$ cat src/aic_pkg.sv
package aic_pkg;
    // Register byte addresses (word-aligned, Avalon-MM)
    localparam logic [3:0] ADDR_CTRL0 = 4'h0;
    localparam logic [3:0] ADDR_SRC   = 4'h4;
    localparam logic [3:0] ADDR_AMP   = 4'h8;
    localparam logic [3:0] ADDR_BGAP  = 4'hC;
    localparam logic [3:0] ADDR_RHI   = 4'h0 + 4'h0;
    localparam int         ADDR_W     = 4;
    // Control register 0 fields
    localparam int CTL_START  = 7;
    localparam int CTL_BUSY   = 6;
    localparam int CTL_EN     = 5;
    localparam int CTL_FMT    = 4;
    // Source/clock register fields
    localparam int SRC_LSB    = 4;
    localparam int DIV_LSB    = 0;
    // Amplifier/reference register fields
    localparam int AMP_EN     = 7;
    localparam int AMP_INSEL  = 4;
    localparam int REF_LSB    = 2;
    localparam int GAIN_LSB   = 0;
    // Write masks of implemented bits
    localparam logic [7:0] MASK_CTRL0 = 8'hBF;
    localparam logic [7:0] MASK_SRC   = 8'hF7;
    localparam logic [7:0] MASK_AMP   = 8'h9F;
    localparam logic [7:0] MASK_BGAP  = 8'h01;
    localparam logic [7:0] RST_VAL    = 8'h00;
    // Result register addresses
    localparam logic [3:0] ADDR_RESH  = 4'h1;
    localparam logic [3:0] ADDR_RESL  = 4'h2;
    localparam int         CHAN_LAST  = 11;
    localparam int         CONV_CYCLES = 14;
    localparam int         DIV_W       = 7;
    // Analog input routing selection
    typedef enum logic [2:0] {
        AIC_SEL_EXT, AIC_SEL_AVDD, AIC_SEL_AMP, AIC_SEL_GND
    } aic_insrc_e;
    typedef enum logic [1:0] {
        AIC_REF_AVDD, AIC_REF_PIN, AIC_REF_AMP
    } aic_ref_e;
    typedef enum logic [1:0] {
        AIC_IDLE, AIC_ARMED, AIC_CONV
    } aic_state_e;
endpackage

$ cat src/aic_adc_ctrl.sv
// Function
// - Format bit 0: high=D11..4, low=D3..0 top; bit 1: high=D11..8, low=D7..0.
// - Channel codes 0000..1011 route external input n to the converter.
// - Channel codes 1100..1111 connect no external input; converter input floats.
// - Source codes 0000, 0100, 11xx select the external channel.
// - Source codes 0001/0010/0011 route supply, half, quarter.
// - Source codes 0101/0110/0111 route amplifier output, half, quarter.
// - Source codes 10xx connect converter input to ground.
// - Any internal source disconnects every external channel.
// - Unimplemented register bits read as zero.
// - Conversion clock is system clock divided by two to the divider code.
// - Amplifier powered when its enable bit is one.
// - Amplifier input from reference pin at 0, bandgap at 1.
// - Bandgap chosen as amplifier input disconnects the reference-input pin.
// - Reference code 00 supply, 01 external pin, 1x amplifier output.
// - Internal reference selected disconnects the external reference pin.
// - Gain code 00..11 gives 1, 1.667, 2.5, 3.333.
// - Bandgap powered when its enable bit is one.
// - Start bit high then low starts conversion; busy set until done.
// - Results unchanged while disabled; unused result bits read zero.
`timescale 1ns/1ps
`default_nettype none
module aic_adc_ctrl #(
    parameter int CONV_LEN = aic_pkg::CONV_CYCLES
) (
    input  wire logic        mclk_in,
    input  wire logic        rst_in,
    // Avalon-MM slave
    input  wire logic [3:0]  avs_address_in,
    input  wire logic        avs_read_in,
    input  wire logic        avs_write_in,
    input  wire logic [31:0] avs_writedata_in,
    output logic      [31:0] avs_readdata_out,
    output logic             avs_waitrequest_out,
    // Converter core
    input  wire logic [11:0] conv_data_in,
    output logic             conv_clk_en_out,
    output logic             converter_enable_out,
    output logic             conversion_busy_flag_out,
    // Analog mux controls
    output logic [11:0]      external_analog_inputs_out,
    output logic [3:0]       internal_source_sel_out,
    output logic             input_ground_out,
    // Reference and amplifier controls
    output logic [2:0]       reference_switch_out,
    output logic             amplifier_enable_out,
    output logic [1:0]       amplifier_gain_select_out,
    output logic             amp_ref_pin_connect_out,
    output logic             amp_bandgap_connect_out,
    output logic             bandgap_enable_out
);
    import aic_pkg::*;

    typedef struct packed {
        logic [7:0]  ctrl0;
        logic [7:0]  src;
        logic [7:0]  amp;
        logic [7:0]  bgap;
        logic [11:0] result;
        logic [6:0]  div_cnt;
        logic        tick;
        logic [7:0]  conv_cnt;
        aic_state_e  state;
        logic        ack;
        logic [31:0] rdata;
    } aic_state_s;

    aic_state_s st_q;
    aic_state_s st_d;

    // Divider terminal count: 2**code - 1
    function automatic logic [6:0] div_limit(input logic [2:0] code);
        logic [7:0] full;
        full = 8'h01 << code;
        return 7'(full - 8'h01);
    endfunction

    // Result byte placement per format bit
    function automatic logic [15:0] place(input logic [11:0] d,
                                          input logic fmt);
        if (fmt)
            return {4'h0, d};
        else
            return {d, 4'h0};
    endfunction

    logic [3:0] chan;
    logic [3:0] insrc;
    logic       ext_sel;
    logic [15:0] res_pair;

    // Field decode shared by logic and outputs
    always_comb
    begin
        chan     = st_q.ctrl0[3:0];
        insrc    = st_q.src[SRC_LSB +: 4];
        ext_sel  = (insrc == 4'h0) || (insrc == 4'h4)
                   || (insrc[3:2] == 2'b11);
        res_pair = place(st_q.result, st_q.ctrl0[CTL_FMT]);
    end

    // Next-state logic: bus, divider, conversion sequence
    always_comb
    begin
        logic [7:0] wb;
        wb   = avs_writedata_in[7:0];
        st_d = st_q;
        st_d.ack = 1'b0;
        // One wait cycle gives every access a fixed two-cycle answer
        if ((avs_read_in || avs_write_in) && !st_q.ack)
        begin
            st_d.ack = 1'b1;
            if (avs_write_in)
            begin
                case (avs_address_in)
                    ADDR_CTRL0: st_d.ctrl0 = (wb & MASK_CTRL0)
                                           | (st_q.ctrl0 & ~MASK_CTRL0);
                    ADDR_SRC:   st_d.src  = wb & MASK_SRC;
                    ADDR_AMP:   st_d.amp  = wb & MASK_AMP;
                    ADDR_BGAP:  st_d.bgap = wb & MASK_BGAP;
                    default: ;
                endcase
            end
            else
            begin
                case (avs_address_in)
                    ADDR_CTRL0: st_d.rdata = {24'h0, st_q.ctrl0};
                    ADDR_SRC:   st_d.rdata = {24'h0, st_q.src};
                    ADDR_AMP:   st_d.rdata = {24'h0, st_q.amp};
                    ADDR_BGAP:  st_d.rdata = {24'h0, st_q.bgap};
                    ADDR_RESH:  st_d.rdata = {24'h0, res_pair[15:8]};
                    ADDR_RESL:  st_d.rdata = {24'h0, res_pair[7:0]};
                    default:    st_d.rdata = 32'h0;
                endcase
            end
        end
        // Conversion clock enable from the divider
        st_d.tick = 1'b0;
        if (st_q.div_cnt >= div_limit(st_q.src[DIV_LSB +: 3]))
        begin
            st_d.div_cnt = 7'h00;
            st_d.tick    = 1'b1;
        end
        else
            st_d.div_cnt = st_q.div_cnt + 7'h01;
        // Start sequence: high then low, only while enabled
        case (st_q.state)
            AIC_IDLE:
                if (st_q.ctrl0[CTL_START] && st_q.ctrl0[CTL_EN])
                    st_d.state = AIC_ARMED;
            AIC_ARMED:
                if (!st_q.ctrl0[CTL_EN])
                    st_d.state = AIC_IDLE;
                else if (!st_q.ctrl0[CTL_START])
                begin
                    st_d.state = AIC_CONV;
                    st_d.conv_cnt = 8'h00;
                    st_d.ctrl0[CTL_BUSY] = 1'b1;
                end
            AIC_CONV:
                if (!st_q.ctrl0[CTL_EN])
                begin
                    // Aborted: results keep old value
                    st_d.state = AIC_IDLE;
                    st_d.ctrl0[CTL_BUSY] = 1'b0;
                end
                else if (st_q.tick)
                begin
                    if (st_q.conv_cnt == 8'(CONV_LEN - 1))
                    begin
                        st_d.state  = AIC_IDLE;
                        st_d.result = conv_data_in;
                        st_d.ctrl0[CTL_BUSY] = 1'b0;
                    end
                    else
                        st_d.conv_cnt = st_q.conv_cnt + 8'h01;
                end
            default: st_d.state = AIC_IDLE;
        endcase
    end

    // State register, all zero on reset
    always_ff @(posedge mclk_in or posedge rst_in)
    begin
        if (rst_in)
            st_q <= '0;
        else
            st_q <= st_d;
    end

    // Bus answers
    assign avs_waitrequest_out = (avs_read_in || avs_write_in) && !st_q.ack;
    assign avs_readdata_out    = st_q.rdata;

    // Continuous analog-side decodes
    always_comb
    begin
        external_analog_inputs_out = 12'h000;
        if (ext_sel && chan <= 4'(CHAN_LAST))
            external_analog_inputs_out[chan] = 1'b1;
        internal_source_sel_out = ext_sel ? 4'h0 : insrc;
        input_ground_out = (insrc[3:2] == 2'b10);
        case (st_q.amp[REF_LSB +: 2])
            2'b00:   reference_switch_out = 3'b001;
            2'b01:   reference_switch_out = 3'b010;
            default: reference_switch_out = 3'b100;
        endcase
    end

    assign amplifier_enable_out      = st_q.amp[AMP_EN];
    assign amplifier_gain_select_out = st_q.amp[GAIN_LSB +: 2];
    assign amp_ref_pin_connect_out   = !st_q.amp[AMP_INSEL];
    assign amp_bandgap_connect_out   = st_q.amp[AMP_INSEL];
    assign bandgap_enable_out        = st_q.bgap[0];
    assign conv_clk_en_out           = st_q.tick;
    assign converter_enable_out      = st_q.ctrl0[CTL_EN];
    assign conversion_busy_flag_out  = st_q.ctrl0[CTL_BUSY];

    // Checks
    AST_GND: assert property (@(posedge mclk_in) disable iff (rst_in)
        input_ground_out |-> external_analog_inputs_out == 12'h000)
        else $error("ground selected with channel on");
    AST_INT_OFF: assert property (@(posedge mclk_in) disable iff (rst_in)
        (internal_source_sel_out != 4'h0) |-> external_analog_inputs_out == 12'h0)
        else $error("external channel on with internal source");
    AST_FLOAT: assert property (@(posedge mclk_in) disable iff (rst_in)
        (st_q.ctrl0[3:2] == 2'b11) |-> external_analog_inputs_out == 12'h0)
        else $error("channel on for floating code");
    AST_ONEHOT: assert property (@(posedge mclk_in) disable iff (rst_in)
        $countones(external_analog_inputs_out) <= 1)
        else $error("more than one channel on");
    AST_RSV: assert property (@(posedge mclk_in) disable iff (rst_in)
        st_q.src[3] == 1'b0 && st_q.amp[6:5] == 2'b00 && st_q.bgap[7:1] == 7'h0)
        else $error("reserved bit set");
    AST_DIV0: assert property (@(posedge mclk_in) disable iff (rst_in)
        (st_q.src[2:0] == 3'h1 && $stable(st_q.src) && conv_clk_en_out)
        |=> !conv_clk_en_out)
        else $error("divide by two ticks back to back");
    AST_BUSY: assert property (@(posedge mclk_in) disable iff (rst_in)
        (st_q.state == AIC_ARMED && st_q.ctrl0[CTL_EN] && !st_q.ctrl0[CTL_START])
        |=> conversion_busy_flag_out)
        else $error("busy not set after start");
    AST_HOLD: assert property (@(posedge mclk_in) disable iff (rst_in)
        !st_q.ctrl0[CTL_EN] |=> $stable(st_q.result))
        else $error("result changed while disabled");
    AST_BG: assert property (@(posedge mclk_in) disable iff (rst_in)
        amp_bandgap_connect_out |-> !amp_ref_pin_connect_out)
        else $error("pin and bandgap both on amplifier");
    AST_REF: assert property (@(posedge mclk_in) disable iff (rst_in)
        st_q.amp[3] |-> reference_switch_out == 3'b100)
        else $error("external reference pin still connected");

    // Further checks on the routing, bus and conversion paths

    // Selected channel is the one and only switch closed
    AST_EXT_ROUTE: assert property (@(posedge mclk_in) disable iff (rst_in)
        (ext_sel && chan <= 4'(CHAN_LAST)) |-> external_analog_inputs_out == (12'h001 << chan))
        else $error("wrong external channel routed");

    // External codes must never raise an internal path
    AST_EXT_SEL: assert property (@(posedge mclk_in) disable iff (rst_in)
        ext_sel |-> internal_source_sel_out == 4'h0 && !input_ground_out)
        else $error("internal path on for external code");

    // Supply fractions pass their code to the mux
    AST_SRC_SUP: assert property (@(posedge mclk_in) disable iff (rst_in)
        (insrc >= 4'h1 && insrc <= 4'h3) |-> internal_source_sel_out == insrc)
        else $error("supply source not routed");

    // Amplifier fractions pass their code to the mux
    AST_SRC_AMP: assert property (@(posedge mclk_in) disable iff (rst_in)
        (insrc >= 4'h5 && insrc <= 4'h7) |-> internal_source_sel_out == insrc)
        else $error("amplifier source not routed");

    // Every ground code closes the ground switch
    AST_GND_CODE: assert property (@(posedge mclk_in) disable iff (rst_in)
        (insrc[3:2] == 2'b10) |-> input_ground_out)
        else $error("ground not selected");

    // Undivided clock ticks on every cycle once settled
    AST_DIV_ONE: assert property (@(posedge mclk_in) disable iff (rst_in)
        (st_q.src[2:0] == 3'h0) |=> conv_clk_en_out)
        else $error("undivided clock missed a tick");

    // Amplifier power follows its enable bit
    AST_AMPEN: assert property (@(posedge mclk_in) disable iff (rst_in)
        amplifier_enable_out == st_q.amp[AMP_EN])
        else $error("amplifier power wrong");

    // Pin feeds the amplifier whenever the bandgap is not chosen
    AST_PIN_SEL: assert property (@(posedge mclk_in) disable iff (rst_in)
        !st_q.amp[AMP_INSEL] |-> amp_ref_pin_connect_out && !amp_bandgap_connect_out)
        else $error("amplifier input select wrong");

    // Supply reference code
    AST_REF_SUP: assert property (@(posedge mclk_in) disable iff (rst_in)
        (st_q.amp[3:2] == 2'b00) |-> reference_switch_out == 3'b001)
        else $error("supply reference not selected");

    // External pin reference code
    AST_REF_PIN: assert property (@(posedge mclk_in) disable iff (rst_in)
        (st_q.amp[3:2] == 2'b01) |-> reference_switch_out == 3'b010)
        else $error("pin reference not selected");

    // Gain code passes straight through
    AST_GAIN: assert property (@(posedge mclk_in) disable iff (rst_in)
        amplifier_gain_select_out == st_q.amp[GAIN_LSB +: 2])
        else $error("gain code wrong");

    // Bandgap power follows its enable bit
    AST_BGEN: assert property (@(posedge mclk_in) disable iff (rst_in)
        bandgap_enable_out == st_q.bgap[0])
        else $error("bandgap power wrong");

    // Left-justified pair
    AST_FMT0: assert property (@(posedge mclk_in) disable iff (rst_in)
        !st_q.ctrl0[CTL_FMT] |-> res_pair == {st_q.result, 4'h0})
        else $error("left format wrong");

    // Right-justified pair, top nibble zero
    AST_FMT1: assert property (@(posedge mclk_in) disable iff (rst_in)
        st_q.ctrl0[CTL_FMT] |-> res_pair == {4'h0, st_q.result})
        else $error("right format wrong");

    // Abort clears busy on the next cycle
    AST_ABORT: assert property (@(posedge mclk_in) disable iff (rst_in)
        (st_q.state == AIC_CONV && !st_q.ctrl0[CTL_EN]) |=> !conversion_busy_flag_out)
        else $error("busy stuck after abort");

    // Last tick latches the core data and clears busy
    AST_DONE: assert property (@(posedge mclk_in) disable iff (rst_in)
        (st_q.state == AIC_CONV && st_q.ctrl0[CTL_EN] && st_q.tick
         && st_q.conv_cnt == 8'(CONV_LEN - 1))
        |=> !conversion_busy_flag_out && st_q.result == $past(conv_data_in))
        else $error("conversion end not handled");

    // Upper read data bits never set
    AST_RD_HI: assert property (@(posedge mclk_in) disable iff (rst_in)
        avs_readdata_out[31:8] == 24'h000000)
        else $error("upper read data set");

    // A fresh request always waits one cycle
    AST_WAIT: assert property (@(posedge mclk_in) disable iff (rst_in)
        ((avs_read_in || avs_write_in) && !st_q.ack) |-> avs_waitrequest_out)
        else $error("request answered without wait");

    // Request seen without ack is acknowledged next cycle
    AST_ACK: assert property (@(posedge mclk_in) disable iff (rst_in)
        ((avs_read_in || avs_write_in) && !st_q.ack) |=> st_q.ack)
        else $error("request not acknowledged");
endmodule
`default_nettype wire

$ cat config.mk
export PLATFORM = sky130hd
export DESIGN_NAME = aic_adc_ctrl
export DESIGN_NICKNAME = d
export VERILOG_FILES = /design/src/aic_pkg.sv /design/src/aic_adc_ctrl.sv
export SDC_FILE = /design/constraint.sdc
export NUM_CORES = 1
export LEC_CHECK = 0
export BUFFER_PORTS_ARGS = -buffer_cell sky130_fd_sc_hd__buf_2
export CORE_ASPECT_RATIO = 0.75
export CORE_UTILIZATION = 47
export CTS_CLUSTER_DIAMETER = 200
export DETAILED_ROUTE_END_ITERATION = 10
export HOLD_SLACK_MARGIN = 0.08
export PLACE_DENSITY = 0.77
export SLEW_MARGIN = 40
export SYNTH_ARGS = -nofsm -noshare
export SYNTH_HDL_FRONTEND = slang
export SYNTH_SLANG_ARGS = --single-unit
$ cat constraint.sdc
create_clock -name mclk_in -period 3 [get_ports mclk_in]
set_clock_uncertainty 0.15 [all_clocks]
set_input_delay 0 -clock mclk_in [delete_from_list [all_inputs] [get_ports mclk_in]]
set_output_delay 0 -clock mclk_in [all_outputs]
set_load 0.1 [all_outputs]
==> metrics.md <==
| Metric | Value |
|---|---|
| Finish-stage setup viols | 0 |
| WL final | 8799 um |
| TritonCTS clock tree | done |
| Predominant post-synthesis flop cell | dfrtp_1 |
| Post-synthesis sequential area ratio | approximately two fifths |
| Post-Synth XOR/XNOR Area | between 1.5 and 2% |
| Worst setup SP type | flop |
| Complex-gate fraction of the synthesized area | between 10 and 15% |
| Post-DRT Antenna Nets | 0 |
| Vias/cell | 5.546 |
| Final Max Tran Viols | 0 |
| Max stage delay cell, worst path | dfrtp_1 |
| PortBufs | 65 |
| Largest family of logic cells by synthesized area | simple AND/OR/NAND/NOR gates |
| Crit path arrival time | ~2.8 ns |
| Number of flops mapped to enable cells by yosys | 0 |
| Total track usage | 22.02% |
| Vias in the first global route | approximately 2.9k |
| Initial DRC Count | about 150 |
| CTS Buf Count | 9 |
| Adder-Cell Fraction of Synth Area | approximately 4.5% |
| Setup crit end kind | flop |
| Post-synthesis mux area share | around 14% |
| Filler instances | 717 |
| Largest cells by area after synthesis | dfrtp_1 40%, mux2_2 7.3%, buf_4 6.8% |
| Post-route insts no fill | 559 |
| Post-DP HPWL | ~6400 um |
| DIE AREA | around 0.0086 mm^2 |
| Commonest non-fill, non-tap cell in the layout | buf_2 |
| Clock network power share | about 22% |
| Worst slew pin tran | about 0.88 ns |
| First drt pass iteration count | 5 |
| Final period util | about nine tenths |
| Core ar. | between 0.007 and 0.008 mm^2 |
| Total number of vias | slightly above 3k |
| MaxCap Viol Count | 0 |
| Grt ovf | 0 |
| Synthesized flop and latch total | 61 |
| Dpl cells | roughly 520 |
| Critical path class | reg -> reg |
| Commonest non-fill, non-tap cells in the layout | 65 x buf_2, 61 x dfrtp_1, 27 x nor2_1, 27 x dlygate4sd3_1, 25 x mux2_2 |
| Max Freq | approximately 370 MHz |
| RSZ-0062 raised after global routing | false |
| Clock tree buffer depth | 2 |
| WL per Instance | ~16 um |
| Sink Count | 61 |
| Post-Syn Area per Cell | 10.39 um^2 |
| PostCTS Resize Cnt | 0 |
| Initial antenna violation count | 0 |
| Status | finished, final reports clean |
| Net count, final | roughly 520 |
| Antenna fix cells | 0 |
| Worst-Skew Late Latency | approximately 0.34 ns |
| Highest net fanout along the worst path | 8 |
| Largest stage delay on the critical path | about 0.46 ns |
| GP Congestion | ~0.86 |
| HP Class | in -> async |
| Synth area leader | dfrtp_1 |
| Area after DPL | about 0.0041 mm^2 |
| Largest net degree at the start of global routing | 35 |
| Yosys warns | 0 |
| Mapped Cells | 371 |
| Simple-gate share of the synthesized area | between 10% and 20% |
| Worst EP required | 3.08 ns |
| Comb power frac | between 40 and 50% |
| Synth Cell Area | roughly 0.0039 mm^2 |
| NetSw | ~0.0018 W |
| Ys async rst share | 100.0% |
| Drc violations | 0 |
| Net Sw Frac | a little under half |
| P_int | 0.001929 W |
| Top cell type's share of synthesized area | roughly 40% |
| DIE WIDTH | around 110 um |
| Sequential power share | 31.9% |
| Die Ht | around 80 um |
| FP Rows | 28 |
| Root Driver | clkbuf_8 |
| Fin. Hold Viols | 0 |
| Design area | around 0.0046 mm^2 |
| Distinct cell type count of the synthesized netlist | between 60 and 70 |
| Peak supply drop | approximately 0.00059 V |
| PD cells | around 800 mW/mm^2 |
| H-tree depth | 3 |
| Leak pwr | 2.194 nW |
| Final min period | ~2.7 ns |
| Layout cells sized above 1 | ~30% |
| Initial cell density of the core | between 40% and 50% |
| First-pass GRT wire length | roughly 14000 um |
| Max transition margin | about two fifths |
| I/O pin count | between 100 and 150 |
| CTS clk-pin slew, worst paths | roughly 0.070 ns |
| Critical-path cell list | or3_1, ha_1, xor2_1, nor2_1, a21oi_1, ha_1, nand4_1, o31ai_1, buf_4, nor2_1 |
| Area grow syn2layout | 19.24% |
[flip-flops by register name, summed over array words and instances (netlist names), named ones only]
name,flops
amp_bandgap_connect_out,1
amplifier_enable_out,1
amplifier_gain_select_out,2
avs_readdata_out,8
bandgap_enable_out,1
chan,4
conv_clk_en_out,1
converter_enable_out,1
insrc,4
st_q,37
[worst max-delay path, delay by kind of cell (launching register included)]
family	cells	cell delay [ns]
flip-flops	1	0.46
adder cells (fa/ha/maj)	2	0.60
AO/OA/AOI/OAI	2	0.31
buffers and inverters	1	0.20
XOR/XNOR	1	0.16
AND/OR/NAND/NOR	4	0.70
[layout make-up]
| cell class | instances | area (um^2) | share of cell area [%] |
|---|---|---|---|
| clock buffers | 12 | 155.1 | 3.374 |
| clock inverters | 4 | 70.07 | 1.524 |
| inverters | 15 | 56.30 | 1.224 |
| multi-input cells | 267 | 2041 | 44.38 |
| flip-flops and latches | 61 | 1526 | 33.20 |
| well taps | 105 | 131.4 | 2.857 |
| repair buffers | 95 | 618.1 | 13.44 |
[path summary, 6_finish.rpt]
| check | from | endpoint | slack, ns | cells after the start |
|---|---|---|---|---|
| worst max-delay path | st_q[79] | st_q[50] | 0.30 | 10 |
| worst min register to register | st_q[44] | st_q[44] | 0.34 | 1 |
| max in group asynchronous | rst_in | st_q[73] | 1.84 | 4 |
| min in group mclk_in | avs_address_in[0] | avs_readdata_out[5] | 0.18 | 4 |
| worst max register to register | st_q[79] | st_q[50] | 0.30 | 10 |
| worst min-delay path | rst_in | converter_enable_out | 0.17 | 3 |
[per-stage QoR]
step	power, W	TNS [ns]	util (%)	worst slack (ns)	hold WS, ns
3_5_place_dp	0.002834	0	51.74	0.3055	0.005149
6_report	0.003685	0	58.08	0.3030	0.1695
4_1_cts	0.003692	0	58.00	0.2994	0.1721
5_1_grt	0.003872	0	58.08	0.1330	0.2188
3_3_place_gp	0.002783	0	51.74	0.3730	0.007958
2_1_floorplan	0.002572	-1.459	-	-0.7293	-0.001497
[power groups by stage]
stage	clock network, W	registers [W]	logic (W)
floorplan	0	0.00125	0.00132
global placement	0	0.00117	0.00161
detailed placement	0	0.00118	0.00165
CTS	0.000839	0.00117	0.00168
global route	0.000877	0.00120	0.00180
finish	0.000824	0.00117	0.00169
[cells in the mapped netlist, types with 5 or more instances]
library cell	n
mux2_4	10
clkbuf_1	7
nor3_1	7
and3_1	5
a21oi_1	8
nor2_1	27
inv_1	15
buf_4	35
a31oi_1	10
mux2i_1	10
dfrtp_1	61
buf_2	7
nand3_1	8
nand2b_1	8
ha_1	14
nand2_1	18
mux2_2	25
[kinds of logic after synthesis]
family / Yosys count
AOI/OAI and AO/OA: 63
xor gates and xnor gates: 7
adders and majority gates: 14
buffers and inverters: 66
DFF: 61
muxes: 45
other: 1
and+or+nand+nor: 114
[routing by layer]
layer,up-vias,global-route usage [%],part of all wire (%)
met5,-,0,0
met4,0,5.890,0.72
met3,9,5.844,6.1
met2,122,33.87,46
met1,1516,30.58,47
li1,1453,-,-
[repair_timing]
action,in CTS,in global routing
hold buffers,27,0
setup buffers,0,0
endpoints found under the hold margin,69,0
Note: power is estimated with default switching activity, not from simulation.
